## src/shared/lite_timer_pkg.sv

```systemverilog
// Shared constants, register map and field layout of the dual timebase capture timer
package lite_timer_pkg;

  // ----------------------------------------------------------------
  // Clock division
  // ----------------------------------------------------------------
  localparam int unsigned PRESCALE = 32;
  localparam int unsigned PRESCALE_W = 5;
  localparam logic [PRESCALE_W-1:0] PRESCALE_LAST = 5'(PRESCALE - 1);

  // ----------------------------------------------------------------
  // Counter limits and timebase periods in oscillator clocks
  // ----------------------------------------------------------------
  localparam logic [7:0] C1_LAST = 8'hF9;
  localparam logic [7:0] C2_LAST = 8'hFF;
  localparam logic [7:0] ZERO8 = 8'h00;
  localparam int unsigned TB_SHORT_OSC = 8000;
  localparam int unsigned TB_LONG_OSC = 16000;

  // ----------------------------------------------------------------
  // Register indices; byte address is four times the index
  // ----------------------------------------------------------------
  localparam int unsigned ADDR_W = 12;
  localparam logic [7:0] IDX_CSR2 = 8'h08;
  localparam logic [7:0] IDX_RELOAD = 8'h09;
  localparam logic [7:0] IDX_COUNT2 = 8'h0A;
  localparam logic [7:0] IDX_CSR1 = 8'h0B;
  localparam logic [7:0] IDX_CAPTURE = 8'h0C;

  // ----------------------------------------------------------------
  // Field positions
  // ----------------------------------------------------------------
  localparam int unsigned B_CAP_IE = 7;
  localparam int unsigned B_CAP_FLAG = 6;
  localparam int unsigned B_PERIOD = 5;
  localparam int unsigned B_TB1_IE = 4;
  localparam int unsigned B_TB1_FLAG = 3;
  localparam int unsigned B_TB2_IE = 1;
  localparam int unsigned B_TB2_FLAG = 0;

  // Software controlled bits, all reset to zero
  typedef struct packed {
    logic capture_irq_enable;
    logic period_select;
    logic timebase_one_irq_enable;
    logic timebase_two_irq_enable;
  } ctrl_t;

  localparam ctrl_t CTRL_RESET = '0;

  // Decode a byte address to a register index; non word aligned gives 8'hFF
  function automatic logic [7:0] reg_index(input logic [ADDR_W-1:0] addr);
    if (addr[1:0] != 2'h0) begin
      return 8'hFF;
    end
    return {2'h0, addr[7:2]};
  endfunction

endpackage

```

## src/design/tick_divider.sv

```systemverilog
// Divider that turns the oscillator clock into a one-cycle counting enable
`timescale 1ns/1ns
`default_nettype none
module tick_divider (
  input wire logic pclk,
  input wire logic presetn,
  input wire logic run,
  output logic tick
);

  logic [lite_timer_pkg::PRESCALE_W-1:0] count;

  // Frozen while stopped, so counting resumes with the same phase
  always_ff @(posedge pclk or negedge presetn) begin
    if (!presetn) begin
      count <= '0;
    end else if (run) begin
      count <= count + 1'b1;
    end
  end

  assign tick = run && (count == lite_timer_pkg::PRESCALE_LAST);

endmodule // tick_divider
`default_nettype wire

```

## src/design/edge_sync.sv

```systemverilog
// Two-stage synchroniser with both-edge detector for the capture pin
`timescale 1ns/1ns
`default_nettype none
module edge_sync (
  input wire logic pclk,
  input wire logic presetn,
  input wire logic pin,
  output logic any_edge
);

  logic meta;
  logic stable;
  logic last;

  // First stage is read only by the second stage
  always_ff @(posedge pclk or negedge presetn) begin
    if (!presetn) begin
      meta <= 1'b0;
      stable <= 1'b0;
      last <= 1'b0;
    end else begin
      meta <= pin;
      stable <= meta;
      last <= stable;
    end
  end

  assign any_edge = stable ^ last;

endmodule // edge_sync
`default_nettype wire

```

## src/design/dual_timebase_capture_timer.sv

```systemverilog
// Dual timebase and input capture timer with its APB register slave
`timescale 1ns/1ns
`default_nettype none
// Overview of operation
// - Hidden 8-bit counter one starts at zero, steps every 32 clocks.
// - Counter one counts modulo 250, overflowing on the F9h to 00h wrap.
// - Timebase one period is 8000 clocks, or 16000 with period select set.
// - Timebase one period end sets its flag; interrupt when its enable is set.
// - Reading the first control/status register clears timebase one flag.
// - Counter two is readable, starts at zero, steps every 32 clocks.
// - Counter two past FFh reloads from the reload register, not zero.
// - Reload writes allowed any time, used at the next counter two overflow.
// - Counter two overflow sets its flag; interrupt when its enable is set.
// - Reading the second control/status register clears timebase two flag.
// - Capture pin edge copies counter one, sets capture flag, may interrupt.
// - Reading the capture register clears the capture flag; writes ignored.
// - No new capture while the capture flag is set, except in the cycle a read clears it.
// - Halt stops both counters; other low power modes have no effect.
// - Three separate interrupts, each needs its enable and a clear mask.
// - Capture register is read-only and resets to zero.
// - First register: capture enable 7, flag 6, period 5, tb1 enable 4, flag 3.
module dual_timebase_capture_timer (
  input wire logic pclk,
  input wire logic presetn,
  input wire logic psel,
  input wire logic penable,
  input wire logic pwrite,
  input wire logic [lite_timer_pkg::ADDR_W-1:0] paddr,
  input wire logic [31:0] pwdata,
  output logic [31:0] prdata,
  output logic pready,
  output logic pslverr,
  input wire logic capture_pin,
  input wire logic halt_mode,
  input wire logic irq_mask,
  output logic irq_timebase_one,
  output logic irq_timebase_two,
  output logic irq_capture
);

  // ----------------------------------------------------------------
  // Declarations
  // ----------------------------------------------------------------
  lite_timer_pkg::ctrl_t ctrl;
  logic [7:0] counter1;
  logic [7:0] counter2_value;
  logic [7:0] counter2_reload;
  logic [7:0] capture_value;
  logic timebase_one_flag;
  logic timebase_two_flag;
  logic capture_flag;
  logic half;
  logic tick;
  logic cap_edge;
  logic c1_wrap;
  logic tb1_event;
  logic tb2_event;
  logic cap_take;
  logic access;
  logic done;
  logic wr_done;
  logic rd_done;
  logic hit;
  logic [7:0] idx;
  logic [7:0] rd_byte;
  logic clr_tb1;
  logic clr_tb2;
  logic clr_cap;

  // ----------------------------------------------------------------
  // Helpers
  // ----------------------------------------------------------------
  tick_divider u_div (
    .pclk(pclk),
    .presetn(presetn),
    .run(!halt_mode),
    .tick(tick)
  );

  edge_sync u_sync (
    .pclk(pclk),
    .presetn(presetn),
    .pin(capture_pin),
    .any_edge(cap_edge)
  );

  // ----------------------------------------------------------------
  // APB slave: one wait state, answer registered
  // ----------------------------------------------------------------
  assign idx = lite_timer_pkg::reg_index(paddr);
  assign hit = (idx >= lite_timer_pkg::IDX_CSR2) && (idx <= lite_timer_pkg::IDX_CAPTURE);
  assign access = psel && penable;
  assign done = access && pready;
  assign wr_done = done && pwrite && !pslverr;
  assign rd_done = done && !pwrite && !pslverr;

  // Read side effects happen at completion so a stalled read clears nothing
  assign clr_tb1 = rd_done && (idx == lite_timer_pkg::IDX_CSR1);
  assign clr_tb2 = rd_done && (idx == lite_timer_pkg::IDX_CSR2);
  assign clr_cap = rd_done && (idx == lite_timer_pkg::IDX_CAPTURE);

  always_comb begin
    rd_byte = lite_timer_pkg::ZERO8;
    unique case (idx)
      lite_timer_pkg::IDX_CSR2: begin
        rd_byte[lite_timer_pkg::B_TB2_IE] = ctrl.timebase_two_irq_enable;
        rd_byte[lite_timer_pkg::B_TB2_FLAG] = timebase_two_flag;
      end
      lite_timer_pkg::IDX_RELOAD: begin
        rd_byte = counter2_reload;
      end
      lite_timer_pkg::IDX_COUNT2: begin
        rd_byte = counter2_value;
      end
      lite_timer_pkg::IDX_CSR1: begin
        rd_byte[lite_timer_pkg::B_CAP_IE] = ctrl.capture_irq_enable;
        rd_byte[lite_timer_pkg::B_CAP_FLAG] = capture_flag;
        rd_byte[lite_timer_pkg::B_PERIOD] = ctrl.period_select;
        rd_byte[lite_timer_pkg::B_TB1_IE] = ctrl.timebase_one_irq_enable;
        rd_byte[lite_timer_pkg::B_TB1_FLAG] = timebase_one_flag;
      end
      lite_timer_pkg::IDX_CAPTURE: begin
        rd_byte = capture_value;
      end
      default: begin
        rd_byte = lite_timer_pkg::ZERO8;
      end
    endcase
  end

  always_ff @(posedge pclk or negedge presetn) begin
    if (!presetn) begin
      pready <= 1'b0;
      pslverr <= 1'b0;
      prdata <= '0;
    end else begin
      pready <= access && !pready;
      pslverr <= access && !pready && !hit;
      if (access && !pready) begin
        prdata <= {24'h00_0000, (pwrite || !hit) ? lite_timer_pkg::ZERO8 : rd_byte};
      end
    end
  end

  // ----------------------------------------------------------------
  // Control registers; flag bits ignore writes
  // ----------------------------------------------------------------
  always_ff @(posedge pclk or negedge presetn) begin
    if (!presetn) begin
      ctrl <= lite_timer_pkg::CTRL_RESET;
    end else if (wr_done && idx == lite_timer_pkg::IDX_CSR1) begin
      ctrl.capture_irq_enable <= pwdata[lite_timer_pkg::B_CAP_IE];
      ctrl.period_select <= pwdata[lite_timer_pkg::B_PERIOD];
      ctrl.timebase_one_irq_enable <= pwdata[lite_timer_pkg::B_TB1_IE];
    end else if (wr_done && idx == lite_timer_pkg::IDX_CSR2) begin
      ctrl.timebase_two_irq_enable <= pwdata[lite_timer_pkg::B_TB2_IE];
    end
  end

  // Reload only stored here; counter two picks it up at its own overflow
  always_ff @(posedge pclk or negedge presetn) begin
    if (!presetn) begin
      counter2_reload <= lite_timer_pkg::ZERO8;
    end else if (wr_done && idx == lite_timer_pkg::IDX_RELOAD) begin
      counter2_reload <= pwdata[7:0];
    end
  end

  // ----------------------------------------------------------------
  // Counter one and the timebase one event
  // ----------------------------------------------------------------
  assign c1_wrap = tick && (counter1 == lite_timer_pkg::C1_LAST);
  // Long period takes every second wrap rather than a wider counter
  assign tb1_event = c1_wrap && (!ctrl.period_select || half);

  always_ff @(posedge pclk or negedge presetn) begin
    if (!presetn) begin
      counter1 <= lite_timer_pkg::ZERO8;
      half <= 1'b0;
    end else if (tick) begin
      counter1 <= c1_wrap ? lite_timer_pkg::ZERO8 : counter1 + 1'b1;
      if (c1_wrap) begin
        half <= !half;
      end
    end
  end

  // ----------------------------------------------------------------
  // Counter two with reload
  // ----------------------------------------------------------------
  assign tb2_event = tick && (counter2_value == lite_timer_pkg::C2_LAST);

  always_ff @(posedge pclk or negedge presetn) begin
    if (!presetn) begin
      counter2_value <= lite_timer_pkg::ZERO8;
    end else if (tick) begin
      counter2_value <= tb2_event ? counter2_reload : counter2_value + 1'b1;
    end
  end

  // ----------------------------------------------------------------
  // Event flags; a set in the clearing cycle wins
  // ----------------------------------------------------------------
  always_ff @(posedge pclk or negedge presetn) begin
    if (!presetn) begin
      timebase_one_flag <= 1'b0;
    end else begin
      timebase_one_flag <= tb1_event || (timebase_one_flag && !clr_tb1);
    end
  end

  always_ff @(posedge pclk or negedge presetn) begin
    if (!presetn) begin
      timebase_two_flag <= 1'b0;
    end else begin
      timebase_two_flag <= tb2_event || (timebase_two_flag && !clr_tb2);
    end
  end

  // ----------------------------------------------------------------
  // Input capture
  // ----------------------------------------------------------------
  // An edge in the cycle the flag is cleared is still taken
  assign cap_take = cap_edge && (!capture_flag || clr_cap);

  always_ff @(posedge pclk or negedge presetn) begin
    if (!presetn) begin
      capture_value <= lite_timer_pkg::ZERO8;
      capture_flag <= 1'b0;
    end else begin
      if (cap_take) begin
        capture_value <= counter1;
      end
      capture_flag <= cap_take || (capture_flag && !clr_cap);
    end
  end

  // ----------------------------------------------------------------
  // Interrupt requests, one line per event
  // ----------------------------------------------------------------
  always_ff @(posedge pclk or negedge presetn) begin
    if (!presetn) begin
      irq_timebase_one <= 1'b0;
      irq_timebase_two <= 1'b0;
      irq_capture <= 1'b0;
    end else begin
      irq_timebase_one <= timebase_one_flag && ctrl.timebase_one_irq_enable && !irq_mask;
      irq_timebase_two <= timebase_two_flag && ctrl.timebase_two_irq_enable && !irq_mask;
      irq_capture <= capture_flag && ctrl.capture_irq_enable && !irq_mask;
    end
  end

  logic [14:0] gap;
  logic gap_valid;
  logic period_last;

  // Cycles since the last timebase one event, marked invalid on a period change or halt
  always_ff @(posedge pclk or negedge presetn) begin
    if (!presetn) begin
      gap <= '0;
      gap_valid <= 1'b0;
      period_last <= 1'b0;
    end else begin
      period_last <= ctrl.period_select;
      if (tb1_event) begin
        gap <= 15'd1;
        gap_valid <= 1'b1;
      end else begin
        gap <= (gap == '1) ? gap : gap + 1'b1;
        if (ctrl.period_select != period_last || halt_mode) begin
          gap_valid <= 1'b0;
        end
      end
    end
  end
endmodule // dual_timebase_capture_timer
`default_nettype wire

```

## config.mk

```make
export PLATFORM = sky130hd
export DESIGN_NAME = dual_timebase_capture_timer
export DESIGN_NICKNAME = d
export VERILOG_FILES = /design/src/shared/lite_timer_pkg.sv /design/src/design/tick_divider.sv /design/src/design/edge_sync.sv /design/src/design/dual_timebase_capture_timer.sv
export SDC_FILE = /design/constraint.sdc
export NUM_CORES = 1
export LEC_CHECK = 0
export BUFFER_PORTS_ARGS = -buffer_cell sky130_fd_sc_hd__buf_4
export CORE_UTILIZATION = 40
export CTS_CLUSTER_SIZE = 20
export DETAILED_ROUTE_END_ITERATION = 8
export HOLD_SLACK_MARGIN = 0.1
export REMOVE_ABC_BUFFERS = 1
export SETUP_SLACK_MARGIN = 0.15
export SYNTH_ARGS = -nofsm -noshare
export SYNTH_HDL_FRONTEND = slang
export SYNTH_HIERARCHICAL = 1
export SYNTH_SLANG_ARGS = --single-unit
```

## constraint.sdc

```tcl
create_clock -name pclk -period 7.1 [get_ports pclk]
set_clock_uncertainty 0.15 [all_clocks]
set_input_delay 1.065 -clock pclk [delete_from_list [all_inputs] [get_ports pclk]]
set_output_delay 1.065 -clock pclk [all_outputs]
set_load 0.1 [all_outputs]
```

==> results.json <==
{
  "critPathMaxFanout": 20,
  "cap_violations": 0,
  "core_sq_mm": 0.00741,
  "synthArstFlopShare_pct": 100,
  "crit_slowest_cell": "nor3_2",
  "crit_type": "input pin to flip-flop",
  "die_h_um": 90.3,
  "cp_slowest_stage_delay_ns": 0.53,
  "synthMostInstantiatedCell": "dfrtp_1",
  "ys.flop_type": "dfrtp_1",
  "grt_pass1_vias": 2058,
  "yosysWarnings": 6,
  "period_needed_ns": 2.78,
  "ys_seq_elements": 61,
  "ys_seq_area_share_pct": 49.0,
  "netlist_area_sq_mm": 0.00312,
  "vias": 2133,
  "critPathBufInv": 2,
  "diodes": 0,
  "swShare_pct": 31.6,
  "worst_pin_slew_ns": 0.760,
  "cts.sinks": 61,
  "finalSetupViolCount": 0,
  "grt_pass1_wl_um": 10100,
  "cts_tree": "yes",
  "rsz0062_at_grt": "no",
  "powerDensity_mw_per_mm2": 232,
  "avgRoutedWirePerCell_um": 14.5,
  "yosys-top-cells-count": "dfrtp_1 (61), mux2_2 (28), buf_4 (24), a22o_1 (19), nor2_1 (18)",
  "setup_tns_ns": 0,
  "grt_usage_pct": 16.0,
  "required_ns": 7.17,
  "synth_compound_area_share_pct": 13.0,
  "drtIter0Drc": 108,
  "layout-drive-gt1-share_pct": 27.4,
  "clockPowerShare_pct": 31.1,
  "whs_ns": 0.206,
  "period_share_pct": 39.1,
  "drt-pass1-iter-count": 4,
  "p_comb_share_pct": 19.2,
  "power.leakage_nw": 1.72,
  "insertion_delay_ns": 0.33,
  "hold_path_class": "flip-flop to flip-flop",
  "synthXorXnorAreaFrac_pct": 2.53,
  "fillers": 695,
  "routed_wl_um": 6050,
  "fin_nets": 371,
  "postCtsSetupBuffers": 0,
  "hold_viol": 0,
  "synthTopCellsByArea": "dfrtp_1 (49%), mux2_2 (10%), buf_4 (5.8%), a22o_1 (5.3%), nor2_1 (2.2%)",
  "cts_inserted_buffers": 9,
  "vias_per_cell": 5.12,
  "grt_start_max_net_pins": 62,
  "clockRootBuffer": "clkbuf_8",
  "htree_levels": 3,
  "power_frac_seq_pct": 49.7,
  "startpoint_type": "input pin",
  "area_growth_pct": 13.6,
  "max-slew-margin-rel_pct": 49.4,
  "dieWidth_um": 90.3,
  "synth_top_area_share_pct": 49.0,
  "cts-resized-gates": 0,
  "num_io_pins": 89,
  "synth_top_area_cell": "dfrtp_1",
  "cp-end-kind": "flip-flop",
  "p_switching_mw": 0.260,
  "dp_hpwl_um": 4340,
  "synthDistinctLibCells": 49,
  "io_buffer_count": 36,
  "grt_antenna_before_repair": 0,
  "synth_top_family_by_area": "simple AND/OR/NAND/NOR gates",
  "power_mw": 0.822,
  "synthCells": 275,
  "peakVddDrop_uv": 140,
  "place_congestion": 0.738,
  "dieArea_sq_mm": 0.00815,
  "grt_overflow_total": 0,
  "ant_nets": 0,
  "path_cells": "buf_4 > inv_1 > and2_2 > nand3_1 > nor3_2 > o21ai_0 > a22o_1",
  "cpLargestDelayFamily": "simple AND/OR/NAND/NOR gates",
  "cts_buffer_depth": 2,
  "drc": 0,
  "worstPathArrival_ns": 2.84,
  "synthSimpleGateAreaFrac_pct": 14.4,
  "synth_edf_count": 0,
  "status": "finished, final reports clean",
  "slew_viol_final": 0,
  "hold_buffers": 0,
  "syn_avg_cell_area_sq_um": 11.3,
  "clkSlewWorstSetupHoldPaths_ns": 0.06,
  "synthAdderAreaFrac_pct": 2.01,
  "intPower_mw": 0.562,
  "fmax_mhz": 360,
  "start_util_pct": 42.1,
  "core.rowCount": 31,
  "muxShareOfSynthArea_pct": 11.4
}
routing by layer:
metal  global-route usage [%]  vias to the layer above  wire [um]
met1                     21.6                     1042       2810
met5                        0                        -          0
met2                     25.2                       59       2940
met3                     3.45                        5        235
li1                         -                     1027          -
met4                     6.45                        0         61
registers in the layout, summed over array words and instances (netlist names), 4 cells and up:
signal	flops
ctrl	4
prdata	8
counter2_value	8
counter2_reload	8
u_div/count	5
capture_value	8
counter1	8
power groups by stage:
stage / Sequential [mW] / Clock, mW / Combinational (mW)
2_1_floorplan: 0.411 / 0 / 0.120
3_3_place_gp: 0.414 / 0 / 0.155
3_5_place_dp: 0.415 / 0 / 0.158
4_1_cts: 0.409 / 0.268 / 0.159
5_1_grt: 0.414 / 0.279 / 0.172
6_report: 0.409 / 0.256 / 0.158
cell families after synthesis:
logic type | count (synthesis)
AND/OR/NAND/NOR | 76
flip-flops | 61
AO/OA/AOI/OAI | 54
buffers and inverters | 37
multiplexers | 32
XOR/XNOR | 9
adder cells (fa/ha/maj) | 5
other | 1
through the flow:
stage                     utilization (%)  instances  setup slack (ns)  cell area, sq um
after global placement               45.7        402              4.00              3380
after CTS                            47.8        417              4.35              3540
final                                47.8        417              4.32              3540
after floorplan                         -        267              4.43              2990
after global routing                 47.8        417              4.14              3540
after detailed placement             45.7        402              4.00              3380
cell type report:
type	instances	area [sq um]	share of cell area, %
clock inverters	2	10.0	0.283
repair buffers	36	270	7.63
inverters	6	22.5	0.636
flip-flops and latches	61	1530	43.1
multi-input cells	200	1440	40.7
clock buffers	13	149	4.20
well taps	99	124	3.50
layout by cell type, fill, tap and decap left out, types with 5 or more instances in the layout:
| master | synthesis | final |
|---|---|---|
| a22o_1 | 19 | 19 |
| dfrtp_1 | 61 | 61 |
| mux2_2 | 28 | 28 |
| nor2_1 | 18 | 18 |
| ha_1 | 5 | 5 |
| buf_4 | 24 | 36 |
| clkbuf_8 | 0 | 10 |
| inv_1 | 6 | 6 |
| nand3_1 | 9 | 9 |
| nand2_1 | 11 | 11 |
| nand4_1 | 5 | 5 |
| xor2_1 | 6 | 6 |
| a21oi_1 | 10 | 10 |
| conb_1 | 1 | 24 |
| o21ai_0 | 8 | 8 |
worst paths after layout:
| path | slack [ns] | cells after the start | endpoint | startpoint |
|---|---|---|---|---|
| worst min-delay path | 0.21 | 0 | u_sync/stable$_DFF_PN0_ | u_sync/meta$_DFF_PN0_ |
| worst max-delay path | 4.32 | 7 | counter2_value[5]$_DFFE_PN0P_ | halt_mode |
| worst min register to register | 0.21 | 0 | u_sync/stable$_DFF_PN0_ | u_sync/meta$_DFF_PN0_ |
| worst max register to register | 4.50 | 8 | counter2_value[5]$_DFFE_PN0P_ | u_div/count[0]$_DFFE_PN0P_ |
| min in group asynchronous | 0.66 | 1 | capture_flag$_DFF_PN0_ | presetn |
| max in group asynchronous | 5.64 | 1 | u_div/count[2]$_DFFE_PN0P_ | presetn |
worst register-to-register path, delay by kind of cell (launching register included):
kind,cells,cell delay (ns)
AOI/OAI and AO/OA,2,0.42
and+or+nand+nor,4,1.23
DFF,1,0.39
adders and majority gates,2,0.30
No activity file was read; power rests on OpenSTA's default activity.
